==> src/hdl/bus_terminal_pkg.sv <==
package bus_terminal_pkg;
    // ------------------------------------------------------------------
    // timing
    // ------------------------------------------------------------------
    localparam int unsigned CLK_MHZ = 100;
    localparam int unsigned CLEAR_MIN_NS = 1000;
    localparam int unsigned CLEAR_MIN_CYC = (CLEAR_MIN_NS * CLK_MHZ + 999) / 1000;

    // ------------------------------------------------------------------
    // widths and word fields
    // ------------------------------------------------------------------
    localparam int unsigned WORD_W = 16;
    localparam int unsigned BYTE_W = 8;
    localparam int unsigned CNT_W = 5;
    localparam logic [4:0] WORD_BITS = 5'h10;
    localparam int unsigned ADR_HI = 15;
    localparam int unsigned ADR_LO = 11;
    localparam int unsigned SA_HI = 9;
    localparam int unsigned SA_LO = 5;

    // ------------------------------------------------------------------
    // register map and status bits
    // ------------------------------------------------------------------
    localparam int unsigned ADDR_W = 4;
    localparam logic [3:0] OFS_STATUS = 4'h0;
    localparam logic [3:0] OFS_MASK = 4'h4;
    localparam logic [3:0] OFS_RX_WORD = 4'h8;
    localparam logic [3:0] OFS_TX_WORD = 4'hc;
    localparam int unsigned ST_W = 4;
    localparam int unsigned ST_WORD = 0;
    localparam int unsigned ST_CMD = 1;
    localparam int unsigned ST_TIMEOUT = 2;
    localparam int unsigned ST_ALLTERM = 3;

    // ------------------------------------------------------------------
    // control pin vector: index and idle level
    // ------------------------------------------------------------------
    localparam int unsigned PIN_W = 9;
    localparam int unsigned P_DCLR = 8;
    localparam int unsigned P_MCLR = 7;
    localparam int unsigned P_INH = 6;
    localparam int unsigned P_LAT_LO = 5;
    localparam int unsigned P_LAT_HI = 4;
    localparam int unsigned P_LD_LO = 3;
    localparam int unsigned P_LD_HI = 2;
    localparam int unsigned P_SEL_LO = 1;
    localparam int unsigned P_SEL_HI = 0;
    localparam logic [8:0] PIN_IDLE = 9'h1cf;

    typedef enum logic {RX_IDLE, RX_SHIFT} rx_state_e;
endpackage : bus_terminal_pkg

==> src/hdl/low_width_detect.sv <==
`timescale 1ns/10ps
`default_nettype none
// flags an active-low input once it has stayed low for MIN_CYC cycles
module low_width_detect #(
    parameter int unsigned MIN_CYC = 100
) (
    input wire logic ref_clk_i,
    input wire logic rst_n_i,
    input wire logic level_n_i,
    output logic hit_o
);
    localparam int unsigned CW = $clog2(MIN_CYC + 1);
    localparam logic [CW-1:0] LAST = CW'(MIN_CYC - 1);

    logic [CW-1:0] cnt_q;

    // short glitches never reach the limit, so they clear nothing
    always_ff @(posedge ref_clk_i or negedge rst_n_i) begin
        if (!rst_n_i) begin
            cnt_q <= '0;
            hit_o <= 1'b0;
        end else if (level_n_i) begin
            cnt_q <= '0;
            hit_o <= 1'b0;
        end else if (cnt_q == LAST) begin
            hit_o <= 1'b1;
        end else begin
            cnt_q <= cnt_q + 1'b1;
        end
    end
endmodule : low_width_detect
`default_nettype wire

==> src/hdl/bus_terminal_io_control.sv <==
// Functional notes
// - decoder clear low 1us re-arms decoder, sync kind low, word ok high.
// - line drive inhibit low forces both line outputs low.
// - received bits appear NRZ on serial output while window is low.
// - receive window low exactly while the 16 data bits shift.
// - master clear low 1us aborts transmit and clears timeout flag.
// - master clear also does everything decoder clear does.
// - all-terminals flag high on valid command word with address all ones.
// - special subaddress flag low on valid command word with subaddress all ones or zeros.
// - low-byte select low drives second-rank receive low byte on D0-D7.
// - low latch high makes first-rank low byte follow D0-D7, else hold.
// - high latch high makes first-rank high byte follow D8-D15, else hold.
// - low load low copies first-rank low byte to second rank; high locks it.
// - high load low copies first-rank high byte to second rank; high locks it.
// - data bus is 16-bit tri-state, D0 the least significant bit.
// - sync kind high after command sync, low after data sync.
// - word ok output goes low when a valid word is received.
`timescale 1ns/10ps
`default_nettype none
module bus_terminal_io_control
    import bus_terminal_pkg::*;
#(
    parameter int unsigned CLEAR_CYC = CLEAR_MIN_CYC
) (
    input wire logic ref_clk_i,
    input wire logic rst_n_i,
    input wire logic decoder_clear_n_i,
    input wire logic master_clear_n_i,
    input wire logic line_drive_inhibit_n_i,
    input wire logic latch_lo_i,
    input wire logic latch_hi_i,
    input wire logic load_lo_n_i,
    input wire logic load_hi_n_i,
    input wire logic rx_sel_lo_n_i,
    input wire logic rx_sel_hi_n_i,
    input wire logic [WORD_W-1:0] d_i,
    output logic [WORD_W-1:0] d_o,
    output logic [WORD_W-1:0] d_oe_o,
    input wire logic dec_sync_i,
    input wire logic dec_sync_cmd_i,
    input wire logic dec_bit_stb_i,
    input wire logic dec_bit_i,
    input wire logic dec_word_ok_i,
    input wire logic enc_pos_i,
    input wire logic enc_neg_i,
    input wire logic enc_timeout_i,
    output logic line_pos_o,
    output logic line_neg_o,
    output logic tx_clear_o,
    output logic [WORD_W-1:0] tx_word_o,
    output logic sync_kind_o,
    output logic word_ok_n_o,
    output logic all_term_o,
    output logic special_sa_n_o,
    output logic rx_serial_o,
    output logic rx_window_n_o,
    output logic fail_safe_o,
    input wire logic [ADDR_W-1:0] addr_i,
    input wire logic [31:0] wdata_i,
    input wire logic wr_i,
    input wire logic rd_i,
    output logic [31:0] rdata_o,
    output logic irq_o
);
    // ------------------------------------------------------------------
    // pin synchronisers
    // ------------------------------------------------------------------
    logic [PIN_W-1:0] pin_meta_q, pin_q;
    logic [WORD_W-1:0] d_meta_q, d_q;
    logic dclr_hit, mclr_hit, clr;

    // pins are asynchronous to ref_clk; two stages before any use
    always_ff @(posedge ref_clk_i or negedge rst_n_i) begin
        if (!rst_n_i) begin
            pin_meta_q <= PIN_IDLE;
            pin_q <= PIN_IDLE;
            d_meta_q <= '0;
            d_q <= '0;
        end else begin
            pin_meta_q <= {decoder_clear_n_i, master_clear_n_i,
                           line_drive_inhibit_n_i, latch_lo_i, latch_hi_i,
                           load_lo_n_i, load_hi_n_i, rx_sel_lo_n_i,
                           rx_sel_hi_n_i};
            pin_q <= pin_meta_q;
            d_meta_q <= d_i;
            d_q <= d_meta_q;
        end
    end

    // ------------------------------------------------------------------
    // clear pulse width qualification
    // ------------------------------------------------------------------
    low_width_detect #(.MIN_CYC(CLEAR_CYC)) u_dclr (
        .ref_clk_i(ref_clk_i),
        .rst_n_i(rst_n_i),
        .level_n_i(pin_q[P_DCLR]),
        .hit_o(dclr_hit)
    );
    low_width_detect #(.MIN_CYC(CLEAR_CYC)) u_mclr (
        .ref_clk_i(ref_clk_i),
        .rst_n_i(rst_n_i),
        .level_n_i(pin_q[P_MCLR]),
        .hit_o(mclr_hit)
    );
    assign clr = dclr_hit | mclr_hit; // master clear also clears decoder

    // ------------------------------------------------------------------
    // receive shift window and serial output
    // ------------------------------------------------------------------
    rx_state_e rx_state_q;
    logic [CNT_W-1:0] bit_cnt_q;
    logic [WORD_W-1:0] rx1_q, rx2_q;
    logic cmd_word_q;

    // window opens on sync, closes after the 16th bit
    always_ff @(posedge ref_clk_i or negedge rst_n_i) begin
        if (!rst_n_i) begin
            rx_state_q <= RX_IDLE;
            bit_cnt_q <= '0;
            rx_window_n_o <= 1'b1;
        end else if (clr) begin
            rx_state_q <= RX_IDLE; // re-armed for a new word
            bit_cnt_q <= '0;
            rx_window_n_o <= 1'b1;
        end else begin
            unique case (rx_state_q)
                RX_IDLE: begin
                    if (dec_sync_i) begin
                        rx_state_q <= RX_SHIFT;
                        bit_cnt_q <= '0;
                        rx_window_n_o <= 1'b0;
                    end
                end
                RX_SHIFT: begin
                    if (dec_bit_stb_i) begin
                        bit_cnt_q <= bit_cnt_q + 1'b1;
                        if (bit_cnt_q == WORD_BITS - 5'h01) begin
                            rx_state_q <= RX_IDLE;
                            rx_window_n_o <= 1'b1;
                        end
                    end
                end
            endcase
        end
    end

    // first rank fills msb first; second rank takes it as window closes
    always_ff @(posedge ref_clk_i or negedge rst_n_i) begin
        if (!rst_n_i) begin
            rx1_q <= '0;
            rx2_q <= '0;
            rx_serial_o <= 1'b0;
        end else if (rx_state_q == RX_SHIFT && dec_bit_stb_i && !clr) begin
            rx1_q <= {rx1_q[WORD_W-2:0], dec_bit_i};
            rx_serial_o <= dec_bit_i; // nrz copy of the bit
            if (bit_cnt_q == WORD_BITS - 5'h01) begin
                rx2_q <= {rx1_q[WORD_W-2:0], dec_bit_i};
            end
        end
    end

    // ------------------------------------------------------------------
    // sync kind, word ok and decode flags
    // ------------------------------------------------------------------
    logic adr_all1, sa_edge;
    assign adr_all1 = &rx2_q[ADR_HI:ADR_LO];
    assign sa_edge = (&rx2_q[SA_HI:SA_LO]) | ~(|rx2_q[SA_HI:SA_LO]);

    // flags stay until the next sync or a clear
    always_ff @(posedge ref_clk_i or negedge rst_n_i) begin
        if (!rst_n_i) begin
            sync_kind_o <= 1'b0;
            cmd_word_q <= 1'b0;
            word_ok_n_o <= 1'b1;
            all_term_o <= 1'b0;
            special_sa_n_o <= 1'b1;
        end else if (clr) begin
            sync_kind_o <= 1'b0;
            word_ok_n_o <= 1'b1;
            cmd_word_q <= 1'b0;
            all_term_o <= 1'b0;
            special_sa_n_o <= 1'b1;
        end else if (dec_sync_i && rx_state_q == RX_IDLE) begin
            sync_kind_o <= dec_sync_cmd_i;
            cmd_word_q <= dec_sync_cmd_i;
            word_ok_n_o <= 1'b1;
            all_term_o <= 1'b0;
            special_sa_n_o <= 1'b1;
        end else if (dec_word_ok_i && rx_state_q == RX_IDLE) begin
            word_ok_n_o <= 1'b0;
            all_term_o <= cmd_word_q & adr_all1;
            special_sa_n_o <= ~(cmd_word_q & sa_edge);
        end
    end

    // ------------------------------------------------------------------
    // parallel bus: receive drive and transmit ranks
    // ------------------------------------------------------------------
    logic [WORD_W-1:0] tx1_q, tx_src;

    // bus drive per byte; undriven lines float
    always_ff @(posedge ref_clk_i or negedge rst_n_i) begin
        if (!rst_n_i) begin
            d_o <= '0;
            d_oe_o <= '0;
        end else begin
            d_o <= rx2_q;
            d_oe_o[BYTE_W-1:0] <= {BYTE_W{~pin_q[P_SEL_LO]}};
            d_oe_o[WORD_W-1:BYTE_W] <= {BYTE_W{~pin_q[P_SEL_HI]}};
        end
    end

    // latch high is transparent, so a load sees live bus data
    assign tx_src[BYTE_W-1:0] = pin_q[P_LAT_LO] ? d_q[BYTE_W-1:0]
                                                : tx1_q[BYTE_W-1:0];
    assign tx_src[WORD_W-1:BYTE_W] = pin_q[P_LAT_HI]
                                     ? d_q[WORD_W-1:BYTE_W]
                                     : tx1_q[WORD_W-1:BYTE_W];

    // first rank follows or holds per byte
    always_ff @(posedge ref_clk_i or negedge rst_n_i) begin
        if (!rst_n_i) begin
            tx1_q <= '0;
        end else begin
            tx1_q <= tx_src;
        end
    end

    // second rank loads while load is low, locked while high; with high
    // load held low and high latch open, the top line streams serial data
    always_ff @(posedge ref_clk_i or negedge rst_n_i) begin
        if (!rst_n_i) begin
            tx_word_o <= '0;
        end else begin
            if (!pin_q[P_LD_LO]) begin
                tx_word_o[BYTE_W-1:0] <= tx_src[BYTE_W-1:0];
            end
            if (!pin_q[P_LD_HI]) begin
                tx_word_o[WORD_W-1:BYTE_W] <= tx_src[WORD_W-1:BYTE_W];
            end
        end
    end

    // ------------------------------------------------------------------
    // transmit abort, timeout and line drive
    // ------------------------------------------------------------------
    always_ff @(posedge ref_clk_i or negedge rst_n_i) begin
        if (!rst_n_i) begin
            tx_clear_o <= 1'b0;
            fail_safe_o <= 1'b0;
        end else begin
            tx_clear_o <= mclr_hit;
            if (enc_timeout_i) begin
                fail_safe_o <= 1'b1; // a timeout beside a clear wins
            end else if (mclr_hit) begin
                fail_safe_o <= 1'b0;
            end
        end
    end

    // a timed-out or inhibited transmitter must not reach the line
    always_ff @(posedge ref_clk_i or negedge rst_n_i) begin
        if (!rst_n_i) begin
            line_pos_o <= 1'b0;
            line_neg_o <= 1'b0;
        end else begin
            line_pos_o <= enc_pos_i & pin_q[P_INH] & ~fail_safe_o;
            line_neg_o <= enc_neg_i & pin_q[P_INH] & ~fail_safe_o;
        end
    end

    // ------------------------------------------------------------------
    // status, mask, interrupt and register read
    // ------------------------------------------------------------------
    logic [ST_W-1:0] st_q, mask_q, st_set, st_clr;
    logic word_done;
    assign word_done = dec_word_ok_i && rx_state_q == RX_IDLE && !clr;
    assign st_set[ST_WORD] = word_done;
    assign st_set[ST_CMD] = word_done & cmd_word_q;
    assign st_set[ST_TIMEOUT] = enc_timeout_i;
    assign st_set[ST_ALLTERM] = word_done & cmd_word_q & adr_all1;
    assign st_clr = (wr_i && addr_i == OFS_STATUS) ? wdata_i[ST_W-1:0] : '0;

    // a set in the clearing cycle survives
    always_ff @(posedge ref_clk_i or negedge rst_n_i) begin
        if (!rst_n_i) begin
            st_q <= '0;
            mask_q <= '0;
        end else begin
            st_q <= (st_q & ~st_clr) | st_set;
            if (wr_i && addr_i == OFS_MASK) begin
                mask_q <= wdata_i[ST_W-1:0];
            end
        end
    end

    always_ff @(posedge ref_clk_i or negedge rst_n_i) begin
        if (!rst_n_i) begin
            irq_o <= 1'b0;
        end else begin
            irq_o <= |(((st_q & ~st_clr) | st_set) & mask_q);
        end
    end

    // read data valid only in the cycle after the strobe
    always_ff @(posedge ref_clk_i or negedge rst_n_i) begin
        if (!rst_n_i) begin
            rdata_o <= '0;
        end else if (rd_i) begin
            unique case (addr_i)
                OFS_STATUS: rdata_o <= {28'h0, st_q};
                OFS_MASK: rdata_o <= {28'h0, mask_q};
                OFS_RX_WORD: rdata_o <= {16'h0, rx2_q};
                OFS_TX_WORD: rdata_o <= {16'h0, tx_word_o};
                default: rdata_o <= '0;
            endcase
        end else begin
            rdata_o <= '0;
        end
    end

    // ------------------------------------------------------------------
    // assertions
    // ------------------------------------------------------------------
    property p_dclr;
        @(posedge ref_clk_i) disable iff (!rst_n_i)
        dclr_hit |=> !sync_kind_o && word_ok_n_o && rx_window_n_o;
    endproperty
    a_dclr: assert property (p_dclr)
        else $error("decoder clear failed");
    property p_mclr;
        @(posedge ref_clk_i) disable iff (!rst_n_i)
        mclr_hit |=> !sync_kind_o && word_ok_n_o && tx_clear_o
                     && (!fail_safe_o || $past(enc_timeout_i));
    endproperty
    a_mclr: assert property (p_mclr)
        else $error("master clear failed");
    property p_inh;
        @(posedge ref_clk_i) disable iff (!rst_n_i)
        !pin_q[P_INH] |=> !line_pos_o && !line_neg_o;
    endproperty
    a_inh: assert property (p_inh)
        else $error("line not inhibited");
    property p_serial;
        @(posedge ref_clk_i) disable iff (!rst_n_i)
        rx_state_q == RX_SHIFT && dec_bit_stb_i && !clr
        |=> rx_serial_o == $past(dec_bit_i);
    endproperty
    a_serial: assert property (p_serial)
        else $error("serial bit wrong");
    property p_window;
        @(posedge ref_clk_i) disable iff (!rst_n_i)
        $rose(rx_window_n_o) && !$past(clr)
        |-> $past(bit_cnt_q) == WORD_BITS - 5'h01;
    endproperty
    a_window: assert property (p_window)
        else $error("window length wrong");
    property p_allterm;
        @(posedge ref_clk_i) disable iff (!rst_n_i)
        word_done |=> all_term_o == $past(cmd_word_q & adr_all1);
    endproperty
    a_allterm: assert property (p_allterm)
        else $error("all-term flag wrong");
    property p_special;
        @(posedge ref_clk_i) disable iff (!rst_n_i)
        word_done |=> special_sa_n_o == !$past(cmd_word_q & sa_edge)
                      && !word_ok_n_o;
    endproperty
    a_special: assert property (p_special)
        else $error("subaddr flag wrong");
    property p_drive;
        @(posedge ref_clk_i) disable iff (!rst_n_i)
        !pin_q[P_SEL_LO] ##1 !pin_q[P_SEL_LO] |-> d_oe_o[BYTE_W-1:0] == 8'hff;
    endproperty
    a_drive: assert property (p_drive)
        else $error("low byte not driven");
    property p_float;
        @(posedge ref_clk_i) disable iff (!rst_n_i)
        pin_q[P_SEL_HI] |=> d_oe_o[WORD_W-1:BYTE_W] == 8'h00;
    endproperty
    a_float: assert property (p_float)
        else $error("high byte not floating");
    property p_hold;
        @(posedge ref_clk_i) disable iff (!rst_n_i)
        !pin_q[P_LAT_LO] |=> $stable(tx1_q[BYTE_W-1:0]);
    endproperty
    a_hold: assert property (p_hold)
        else $error("latch did not hold");
    property p_load;
        @(posedge ref_clk_i) disable iff (!rst_n_i)
        !pin_q[P_LD_HI] && pin_q[P_LAT_HI]
        |=> tx_word_o[WORD_W-1:BYTE_W] == $past(d_q[WORD_W-1:BYTE_W]);
    endproperty
    a_load: assert property (p_load)
        else $error("high load wrong");
    c_word: cover property (@(posedge ref_clk_i) disable iff (!rst_n_i)
        $fell(rx_window_n_o) ##[1:400] $fell(word_ok_n_o));
    c_bcast: cover property (@(posedge ref_clk_i) disable iff (!rst_n_i)
        $rose(all_term_o));
    c_irq: cover property (@(posedge ref_clk_i) disable iff (!rst_n_i)
        $rose(irq_o));
endmodule : bus_terminal_io_control
`default_nettype wire

==> config.mk <==
export PLATFORM = sky130hd
export DESIGN_NAME = bus_terminal_io_control
export DESIGN_NICKNAME = d
export VERILOG_FILES = /design/src/hdl/bus_terminal_pkg.sv /design/src/hdl/low_width_detect.sv /design/src/hdl/bus_terminal_io_control.sv
export SDC_FILE = /design/constraint.sdc
export NUM_CORES = 1
export LEC_CHECK = 0
export ABC_AREA = 1
export BUFFER_PORTS_ARGS = -buffer_cell sky130_fd_sc_hd__buf_2
export CAP_MARGIN = 20
export CORE_MARGIN = 4
export CORE_UTILIZATION = 40
export DETAILED_ROUTE_END_ITERATION = 7
export PLACE_DENSITY = 0.71
export SKIP_CTS_REPAIR_TIMING = 1
export SLEW_MARGIN = 20
export SYNTH_ARGS = -nofsm -noshare
export SYNTH_HDL_FRONTEND = slang
export SYNTH_SLANG_ARGS = --single-unit
==> constraint.sdc <==
create_clock -name ref_clk_i -period 1.93 [get_ports ref_clk_i]
set_input_delay 0.0965 -clock ref_clk_i [delete_from_list [all_inputs] [get_ports ref_clk_i]]
set_output_delay 0.0965 -clock ref_clk_i [all_outputs]
set_load 0.02 [all_outputs]
; Word level (Yosys, flattened, before mapping)
; Index checks and enable logic that the tools add are counted.
[op_classes]
addsub = 3
n_eq_ne = 11
mux = 40
bitwise_logic = 20
n_reduce_logical = 21
[ops]
columns = op, n
row1 = $pmux W16 S4, 1
row2 = $mux W32, 1
row3 = $mux W7, 4
row4 = $mux W1, 25
row5 = $mux W8, 2
row6 = $mux W5, 3
row7 = $add A7 B1 Y7 const B, 2
row8 = $eq A7 B7 Y1 const B, 2
row9 = $pmux W5 S2, 1
row10 = $reduce_and A5 Y1, 2
row11 = $and A1 B1 Y1, 8
row12 = $and A4 B4 Y4, 2
row13 = $eq A4 B4 Y1 const B, 2
row14 = $reduce_bool A2 Y1, 4
row15 = $logic_and A1 B1 Y1, 7
row16 = $ne A3 B3 Y1 const B, 2
row17 = $not A1 Y1, 6
row18 = $add A5 B1 Y5 const B, 1
row19 = $eq A5 B4 Y1 const B, 1
row20 = $reduce_or A5 Y1, 1
row21 = $eq A4 B3 Y1 const B, 1
row22 = $logic_not A4 Y1, 1
row23 = $mux W4, 1
row24 = $ne A2 B2 Y1 const B, 2
row25 = other kinds (10), 13
[totals]
reg_bits = 211
input_bits = 73
output_inout_bits = 91
wordCells = 126

; Depth between registers and ports, before layout
; Gate-level depths: netlist of run 1.
[logic_depth]
depth_word = 8
ltp_mapped = 10
mapped_depth_nobuf = 10

; Modules after synthesis
; Synthesis of run 1 repeated with hierarchy kept, for this count alone.
[unflattened]
cells_unflattened = 646
hier_area_um2 = 7030.5
[modules_own_cells]
columns = mod, instances, cells_per_inst, area_each_um2, seq_area_each_um2
row1 = bus_terminal_io_control, 1, 532, 6170.9, 4300.4
row2 = low_width_detect (u_dclr), 1, 62, 444.2, 200.2
row3 = low_width_detect (u_mclr), 1, 52, 415.4, 200.2

; Worst setup path before layout of run 1
; Ideal clock, no wire load.
[synth_path]
kind = reg2reg
start = register bit_cnt_q[0]
end = register rx2_q[10]
setup_ps = 149
t_arrival_ps = 1524
t_required_ps = 1781
setup_slack_ps = 257
stages_incl_launch_ff = 7
n_path_buf = 1
period_less_slack_ps = 1673
path_cell_list = dfrtp_1 ha_1 inv_1 nor3_1 ha_1 clkbuf_1 a22oi_2
[synth_between]
elab_chain_len = 2
[synth_lines]
columns = element, line_no
row1 = from (decl), bus_terminal_io_control.sv:111  ; logic [CNT_W-1:0] bit_cnt_q;
row2 = from (signal assigned), bus_terminal_io_control.sv:136  ; bit_cnt_q <= bit_cnt_q + 1'b1;
row3 = $eq A5 B4 Y1, bus_terminal_io_control.sv:156  ; if (bit_cnt_q == WORD_BITS - 5'h01) begin
row4 = $reduce_and A2 Y1 (no source line), -
row5 = to (signal assigned), bus_terminal_io_control.sv:157  ; rx2_q <= {rx1_q[WORD_W-2:0], dec_bit_i};
row6 = to (decl), bus_terminal_io_control.sv:112  ; logic [WORD_W-1:0] rx1_q, rx2_q;
; Every way passes these cells.
; A chain may end at the register's enable or synchronous reset.

; Worst setup path in the final report of run 1
[layout_path]
start = register bit_cnt_q[0]
end = register rx2_q[0]
; Same word-level chain as after synthesis.

==> results_dict.tcl, run 1 <==
set metrics [dict create \
    relSlewSlack 0.616 \
    wl_per_cell_um 13.9 \
    setup-tns-final_ps 0 \
    synth_ff_type "dfrtp_1" \
    numCtsBuffers 17 \
    synth_warnings 0 \
    grt.overflow.total 0 \
    clock-sinks 187 \
    avgSynthCellArea_um2 11.4 \
    clkTransAtPathRegs_ps 60 \
    critPathArrivalTime_ps 1890 \
    cts-root-buf "clkbuf_16" \
    antenna_cells_inserted 0 \
    power_leakage_nw 4.30 \
    synthArstFlopShare 1.00 \
    hold_path.class "in -> reg" \
    die_area_mm2 0.0199 \
    cap_violations 0 \
    final_area_mm2 0.00876 \
    grt_pass1_vias 4551 \
    fin_crit_sh 0.810 \
    synth_common_cells "dfrtp_1 (170), inv_1 (84), nand2_1 (80)" \
    yosys-top-cells-area "dfrtp_1 (60%), dfstp_2 (6.3%), inv_1 (4.5%), nand2_1 (4.2%), nor2_1 (3.7%)" \
    vdd_ir_drop_max_mv 0.755 \
    drive_gt1_frac 0.288 \
    worstMarginPinSlew_ps 576 \
    clockPowerShare 0.343 \
    clock.fmax_mhz 640 \
    cp-end-kind "register" \
    syn_to_final_growth_pct 23.7 \
    die_x_um 141 \
    finalHoldViolCount 0 \
    final_net_count 851 \
    setup_violations 0 \
    die_h_um 141 \
    internal-power_w 0.00735 \
    finClkSkew_ps 9.88 \
    syn_area_mm2 0.00708 \
    slew_violations 0 \
    start_kind "register" \
    h-tree-depth 4 \
    yosysSeqAreaShare 0.664 \
    port_buffers 119 \
    p_per_area_mw_per_mm2 1180 \
    criticalPathCategory "reg -> reg" \
    initial_core_util 0.410 \
    num_rows 48 \
    sw_frac_of_total 0.288 \
    ant_nets 0 \
    remaining_drc_errors 0 \
    n_fill_cell 1538 \
    firstDrtPassIters 4 \
    grt_max_degree 65 \
    grt_setup_unrepaired "false" \
    grt_use_total 0.147 \
    yosysTopAreaCell "dfrtp_1" \
    num_io_pins 164 \
    period_minus_slack_ps 1560 \
    core_area_mm2 0.0173 \
    crit_path_max_fanout 20 \
    cts_tree "yes" \
    cp.required_ps 2260 \
    ys_seq_elements 187 \
    synth_edf_count 0 \
    insertion_delay_ps 420 \
    p_sw_w 0.00298 \
    ys_types 38 \
    post_dp_cell_area_mm2 0.00780 \
    pwr-share-seq 0.481 \
    place_congestion 0.819 \
    share_comb_of_total_power 0.176 \
    outcome "complete, no violations" \
    synth_most_common_cell "dfrtp_1" \
    clk_path_buf_depth 2 \
    vias 4536 \
    drt-initial-drc-count 146 \
    dp_hpwl_um 9840 \
    antenna_found_initial 0 \
    grt_pass1_wl_um 23000 \
    synth_top_area_share 0.601 \
    syn_inst 619 \
    vias_per_cell 4.48 \
    routed_wl_um 14100 \
]
[through the flow]
step | instances | worst slack [ps] | total power, W | hold WS (ps) | util
5_1_grt | 1012 | 141 | 0.0109 | 67.5 | 0.507
6_report | 1012 | 367 | 0.0103 | 52.2 | 0.507
3_5_place_dp | 944 | 367 | 0.00683 | 150 | 0.451
2_1_floorplan | 634 | 257 | 0.00621 | -199 | -
4_1_cts | 976 | 343 | 0.0104 | -311 | 0.486
3_3_place_gp | 944 | 406 | 0.00677 | 138 | 0.451
[cell families after synthesis]
kind of cell / count (synthesis) / share of synthesized area
AND/OR/NAND/NOR: 201 / 0.132
AO/OA/AOI/OAI: 71 / 0.0668
buffers and inverters: 131 / 0.0908
other: 1 / 0.000529
flip-flops: 187 / 0.664
XOR/XNOR: 4 / 0.00495
multiplexers: 20 / 0.0339
adder cells (fa/ha/maj): 4 / 0.00707
[placed cells by master (no fill, tap or decap), types with 10 or more instances in the layout]
master         instances
a22oi_2               10
buf_2                118
clkbuf_16             17
conb_1                16
dfrtp_1              170
dfstp_2               17
dlygate4sd3_1         36
inv_1                 84
mux2_2                16
nand2_1               80
nand3_1               22
nor2_1                69
o21ai_0               28
o22ai_1               16
[routing by layer]
metal | up-vias | track usage | share of wire
li1 | 2230 | - | -
met1 | 2193 | 0.191 | 0.45
met2 | 102 | 0.239 | 0.49
met3 | 11 | 0.0472 | 0.050
met4 | 0 | 0.0413 | 0.0092
met5 | - | 0 | 0
[final cells by class]
type	count	area, um2	share of cell area
flip-flops and latches	187	4700	0.536
multi-input cells	316	1800	0.205
repair buffers	164	1060	0.121
clock buffers	20	437	0.0498
inverters	88	330	0.0377
well taps	225	282	0.0321
clock inverters	12	161	0.0184
[final timing paths]
check	slack, ps	start	end	cells after the start
worst min-delay path	50	dec_word_ok_i	st_q[0]$_DFF_PN0_	5
worst min register to register	350	d_meta_q[10]$_DFF_PN0_	d_q[10]$_DFF_PN0_	0
max in group asynchronous	970	rst_n_i	special_sa_n_o$_DFFE_PN1P_	3
worst max-delay path	370	bit_cnt_q[0]$_DFFE_PN0P_	rx2_q[0]$_DFFE_PN0P_	6
worst max register to register	370	bit_cnt_q[0]$_DFFE_PN0P_	rx2_q[0]$_DFFE_PN0P_	6
min in group asynchronous	240	rst_n_i	tx_word_o[6]$_DFFE_PN0N_	2
[worst max-delay path: stages, from the launching register on]
cell and delay (ps):
dfrtp_1 400, ha_1 190, inv_1 50, nor3_1 140, ha_1 260, nand2_4 200, a22oi_1 230
[flip-flops by register name, indices dropped and copies added, names as in the netlist, 2 cells and up]
name          count
u_mclr.cnt_q      7
rx2_q            16
pin_meta_q        9
d_q              16
d_o              16
rx1_q            15
tx_word_o        16
tx1_q            16
d_oe_o            2
u_dclr.cnt_q      7
d_meta_q         16
mask_q            4
pin_q             9
rdata_o          16
bit_cnt_q         5
st_q              4
[power groups by stage]
stage | Clock [W] | Sequential [W] | Combinational (W)
finish | 0.00354 | 0.00497 | 0.00182
global route | 0.00381 | 0.00505 | 0.00203
CTS | 0.00363 | 0.00498 | 0.00179
detailed placement | 0 | 0.00505 | 0.00178
global placement | 0 | 0.00502 | 0.00175
floorplan | 0 | 0.00524 | 0.000973
Power figures use the tool's default switching activity.
==> inputs of run 2 (changes only) <==
--- a/config.mk
+++ b/config.mk
@@ -11,7 +11,7 @@
 export CORE_MARGIN = 4
 export CORE_UTILIZATION = 40
 export DETAILED_ROUTE_END_ITERATION = 7
-export PLACE_DENSITY = 0.71
+export PLACE_DENSITY = 0.74
 export SKIP_CTS_REPAIR_TIMING = 1
 export SLEW_MARGIN = 20
 export SYNTH_ARGS = -nofsm -noshare
==> constraint.sdc (replaced) <==
create_clock -name ref_clk_i -period 1.3 [get_ports ref_clk_i]
set_input_delay 0.065 -clock ref_clk_i [delete_from_list [all_inputs] [get_ports ref_clk_i]]
set_output_delay 0.065 -clock ref_clk_i [all_outputs]
set_load 0.02 [all_outputs]
==> results_dict.tcl, run 2 (synthesis gave the netlist of run 1 again) <==
set metrics [dict create \
    cp-end-kind "register" \
    wl_per_cell_um 14.3 \
    power_w 0.0156 \
    port_buffers 119 \
    finClkSkew_ps 8.31 \
    ant_nets 0 \
    firstDrtPassIters 4 \
    internal-power_w 0.0111 \
    num_io_pins 164 \
    setup_violations 16 \
    rr_worst_depth 7 \
    clkTransAtPathRegs_ps 70 \
    num_rows 48 \
    p_per_area_mw_per_mm2 1700 \
    routed_wl_um 14900 \
    pwr-share-seq 0.475 \
    grt_use_total 0.153 \
    share_comb_of_total_power 0.195 \
    die_x_um 141 \
    vias_per_cell 4.57 \
    clock-sinks 187 \
    fin_crit_sh 1.04 \
    cts_tree "yes" \
    dp_hpwl_um 10600 \
    r2r_slack_ps -50 \
    final_cell_mix "dfrtp_1 (168), buf_2 (118), inv_1 (79)" \
    grt_max_degree 46 \
    clock.fmax_mhz 742 \
    grt_setup_unrepaired "true" \
    worstHoldPathCells 5 \
    cp.required_ps 1600 \
    power_leakage_nw 4.46 \
    remaining_drc_errors 0 \
    core_area_mm2 0.0173 \
    antenna_cells_inserted 0 \
    whs_ps 50.6 \
    crit_path_max_fanout 20 \
    period_minus_slack_ps 1350 \
    grt_pass1_wl_um 23800 \
    cts-root-buf "clkbuf_16" \
    outcome "finished, violations left" \
    insertion_delay_ps 420 \
    criticalPathCategory "reg -> reg" \
    sw_frac_of_total 0.290 \
    drive_gt1_frac 0.347 \
    start_kind "register" \
    setup-tns-final_ps -383 \
    initial_core_util 0.410 \
    die_area_mm2 0.0199 \
    vdd_ir_drop_max_mv 1.07 \
    post-place-ws_ps -135 \
    slew_violations 0 \
    final.setup.worst_slack_ps -47.2 \
    p_sw_w 0.00452 \
    hold_path.class "in -> reg" \
    grt.overflow.total 0 \
    syn_to_final_growth_pct 29.6 \
    vias 4770 \
    wl_met1_um 6480 \
    antenna_found_initial 1 \
    numCtsBuffers 17 \
    maxUsedRoutingLayer "met5" \
    cap_violations 0 \
    grt_pass1_vias 4702 \
    h-tree-depth 4 \
    place_congestion 0.849 \
    finalHoldViolCount 0 \
    layout_commonest_cell "dfrtp_1" \
    drt-initial-drc-count 287 \
    final_net_count 882 \
    dr_wl_met3_um 934 \
    critPathArrivalTime_ps 1650 \
    clockPowerShare 0.330 \
    die_h_um 141 \
    wl_met2_um 7350 \
    clk_path_buf_depth 2 \
    violations "negative setup slack" \
]
[run 2: cell count changes in the layout (fill, tap and decap cells not counted), moves of 3 or more]
cell | previous run | this run
buf_12 | 2 | 6
buf_4 | 7 | 31
buf_6 | 0 | 3
clkbuf_8 | 1 | 5
ha_1 | 4 | 0
inv_1 | 84 | 79
inv_2 | 4 | 8
inv_6 | 6 | 2
nand3_1 | 22 | 19
nor2_1 | 69 | 64
nor2_2 | 2 | 6
[run 2: metal layers]
metal,GRT usage,up-vias
li1,-,2291
met1,0.198,2329
met2,0.240,134
met3,0.0566,14
met4,0.0459,2
met5,0,-
[run 2: power groups by stage]
stage	logic [W]	clock network [W]	registers (W)
2_1_floorplan	0.00147	0	0.00778
3_3_place_gp	0.00282	0	0.00747
3_5_place_dp	0.00287	0	0.00750
4_1_cts	0.00288	0.00528	0.00741
5_1_grt	0.00339	0.00555	0.00752
6_report	0.00304	0.00515	0.00742
[run 2: worst paths after layout]
kind,from,end
min reg2reg,d_meta_q[3]$_DFF_PN0_,d_q[3]$_DFF_PN0_
max reg2reg,bit_cnt_q[0]$_DFFE_PN0P_,rx2_q[14]$_DFFE_PN0P_
max in group asynchronous,rst_n_i,pin_q[8]$_DFF_PN1_
max,bit_cnt_q[0]$_DFFE_PN0P_,rx2_q[14]$_DFFE_PN0P_
min in group asynchronous,rst_n_i,pin_q[4]$_DFF_PN0_
min,dec_word_ok_i,st_q[0]$_DFF_PN0_
[run 2: through the flow]
stage          instances  cell area (um2)  utilization
2_1_floorplan        634             7150            -
3_3_place_gp         966             8030        0.464
3_5_place_dp         966             8030        0.464
4_1_cts              998             8630        0.499
5_1_grt             1043             9180        0.531
6_report            1043             9180        0.531
[run 2: area by class of cell]
type | count | area, um2
Clock buffer | 23 | 488
Clock inverter | 9 | 111
Fill cell | 1460 | 8110
Inverter | 88 | 335
Multi-Input combinational cell | 316 | 1910
Sequential cell | 187 | 4700
Tap cell | 225 | 282
Timing Repair Buffer | 195 | 1350
[run 2: critical path: stages, from the launching register on]
cell and delay (ps):
dfrtp_1 360, ha_2 190, inv_2 50, nor3_4 130, ha_4 210, nand2_8 130
nand2_1 90, o21ai_1 70
==> inputs of run 3 (changes only) <==
--- a/config.mk
+++ b/config.mk
@@ -11,6 +11,7 @@
 export CORE_MARGIN = 4
 export CORE_UTILIZATION = 40
 export DETAILED_ROUTE_END_ITERATION = 7
+export GPL_TIMING_DRIVEN = 0
 export PLACE_DENSITY = 0.74
 export SKIP_CTS_REPAIR_TIMING = 1
 export SLEW_MARGIN = 20
==> results_dict.tcl, run 3 (synthesis gave the netlist of run 1 again) <==
set metrics [dict create \
    cpMostUsedCell "nor2_4" \
    worst-path-buf-inv 3 \
    cts_tree "yes" \
    clock-sinks 187 \
    layout_commonest_cell "dfrtp_1" \
    wl_per_cell_um 13.9 \
    initial_core_util 0.410 \
    fin_cells 1065 \
    final.setup.worst_slack_ps -136 \
    firstDrtPassIters 4 \
    vdd_ir_drop_max_mv 1.11 \
    clk_path_buf_depth 2 \
    sw_frac_of_total 0.290 \
    fin_crit_sh 1.10 \
    clock.fmax_mhz 696 \
    clockPowerShare 0.330 \
    relSlewSlack 0.563 \
    syn_to_final_growth_pct 31.7 \
    whs_ps -373 \
    post-place-ws_ps -244 \
    crit_chain "nor2_4 -> inv_4 -> nor2_8 -> inv_2 -> buf_12 -> nor2_4 -> a22oi_2" \
    drt-initial-drc-count 219 \
    drive_gt1_frac 0.373 \
    die_x_um 141 \
    power_leakage_nw 4.58 \
    final_area_mm2 0.00933 \
    grt_pass1_wl_um 23300 \
    num_io_pins 164 \
    critPathCapture "rx2_q[6]$_DFFE_PN0P_" \
    critPathTopFamily "simple AND/OR/NAND/NOR gates" \
    criticalPathCategory "reg -> reg" \
    remaining_drc_errors 0 \
    p_sw_w 0.00455 \
    die_h_um 141 \
    grt_use_total 0.150 \
    die_area_mm2 0.0199 \
    slew_violations 0 \
    r2r_slack_ps -140 \
    rr_worst_depth 7 \
    r2r_end "rx2_q[6]$_DFFE_PN0P_" \
    outcome "finished, violations left" \
    grt_max_degree 99 \
    finClkSkew_ps 9.20 \
    cp.required_ps 1610 \
    antenna_cells_inserted 0 \
    num_rows 48 \
    grt_pass1_vias 4636 \
    violations "negative hold slack, negative setup slack" \
    cp_num_cells 7 \
    setup-tns-final_ps -3240 \
    n_fill_cell 1481 \
    crit_path_max_fanout 10 \
    h-tree-depth 4 \
    routed_wl_um 14800 \
    power_w 0.0157 \
    period_minus_slack_ps 1440 \
    crit_path_top_delay_cell "dfrtp_2" \
    post_dp_cell_area_mm2 0.00807 \
    cp-end-kind "register" \
    cts-root-buf "clkbuf_16" \
    grt.overflow.total 0 \
    vias 4810 \
    ant_nets 0 \
    dp_hpwl_um 10100 \
    regToRegStartpoint "u_mclr.hit_o$_DFFE_PN0P_" \
    place_congestion 0.807 \
    cpPeakStageDelay_ps 420 \
    place_inst 979 \
    numCtsBuffers 17 \
    hold_path.class "in -> async" \
    final_net_count 904 \
    final_cell_mix "dfrtp_1 (166), buf_2 (122), inv_1 (80)" \
    share_comb_of_total_power 0.197 \
    internal-power_w 0.0111 \
    cp-startpoint "u_mclr.hit_o$_DFFE_PN0P_" \
    core_area_mm2 0.0173 \
    setup_violations 31 \
    port_buffers 119 \
    worstMarginPinSlew_ps 656 \
    vias_per_cell 4.52 \
    critPathArrivalTime_ps 1740 \
    clkTransAtPathRegs_ps 70 \
    start_kind "register" \
    finalHoldViolCount 81 \
    pwr-share-seq 0.473 \
    antenna_found_initial 0 \
    cap_violations 0 \
    p_per_area_mw_per_mm2 1680 \
    grt_setup_unrepaired "true" \
    insertion_delay_ps 430 \
]
## run 3: power by group through the flow
stage / sequential (W) / clock, W / combinational (W)
finish: 0.00741 / 0.00517 / 0.00308
CTS: 0.00741 / 0.00533 / 0.00280
floorplan: 0.00778 / 0 / 0.00147
detailed placement: 0.00750 / 0 / 0.00279
global placement: 0.00746 / 0 / 0.00272
global route: 0.00751 / 0.00558 / 0.00343
## run 3: per-stage QoR
| step | hold WS, ps | util |
|---|---|---|
| 2_1_floorplan | -231 | - |
| 3_3_place_gp | 170 | 0.464 |
| 3_5_place_dp | 118 | 0.466 |
| 4_1_cts | -352 | 0.501 |
| 5_1_grt | -318 | 0.539 |
| 6_report | -373 | 0.539 |
## run 3: metal layers
| metal | GRT usage | vias up | routed length (um) |
|---|---|---|---|
| met5 | 0 | - | 0 |
| li1 | - | 2339 | - |
| met2 | 0.230 | 112 | 7330 |
| met3 | 0.0587 | 17 | 860 |
| met4 | 0.0474 | 0 | 216 |
| met1 | 0.197 | 2342 | 6420 |
## run 3: how the worst min path moves through the flow
stage	startpoint	endpoint	slack (ps)	cells after the start
after floorplan	rst_n_i	all_term_o$_DFFE_PN0P_	-230	0
after global placement	decoder_clear_n_i	pin_meta_q[8]$_DFF_PN1_	170	1
after detailed placement	rst_n_i	pin_q[4]$_DFF_PN0_	120	1
after CTS	rst_n_i	pin_q[4]$_DFF_PN0_	-350	1
after global routing	rst_n_i	pin_q[4]$_DFF_PN0_	-320	1
final	rst_n_i	d_q[10]$_DFF_PN0_	-370	1
## run 3: cell type report
cell class | instances | area, um2 | area share
Timing Repair Buffer | 173 | 1120 | 0.120
Inverter | 88 | 333 | 0.0357
Multi-Input combinational cell | 317 | 1960 | 0.210
Clock buffer | 23 | 488 | 0.0523
Buffer | 43 | 328 | 0.0351
Sequential cell | 187 | 4710 | 0.504
Tap cell | 225 | 282 | 0.0302
Clock inverter | 9 | 110 | 0.0118
## run 3: worst reg2reg max path: stages, from the launching register on
cell and delay [ps]:
dfrtp_2 420, nor2_4 200, inv_4 90, nor2_8 170, inv_2 110, buf_12 170
nor2_4 100, a22oi_2 50
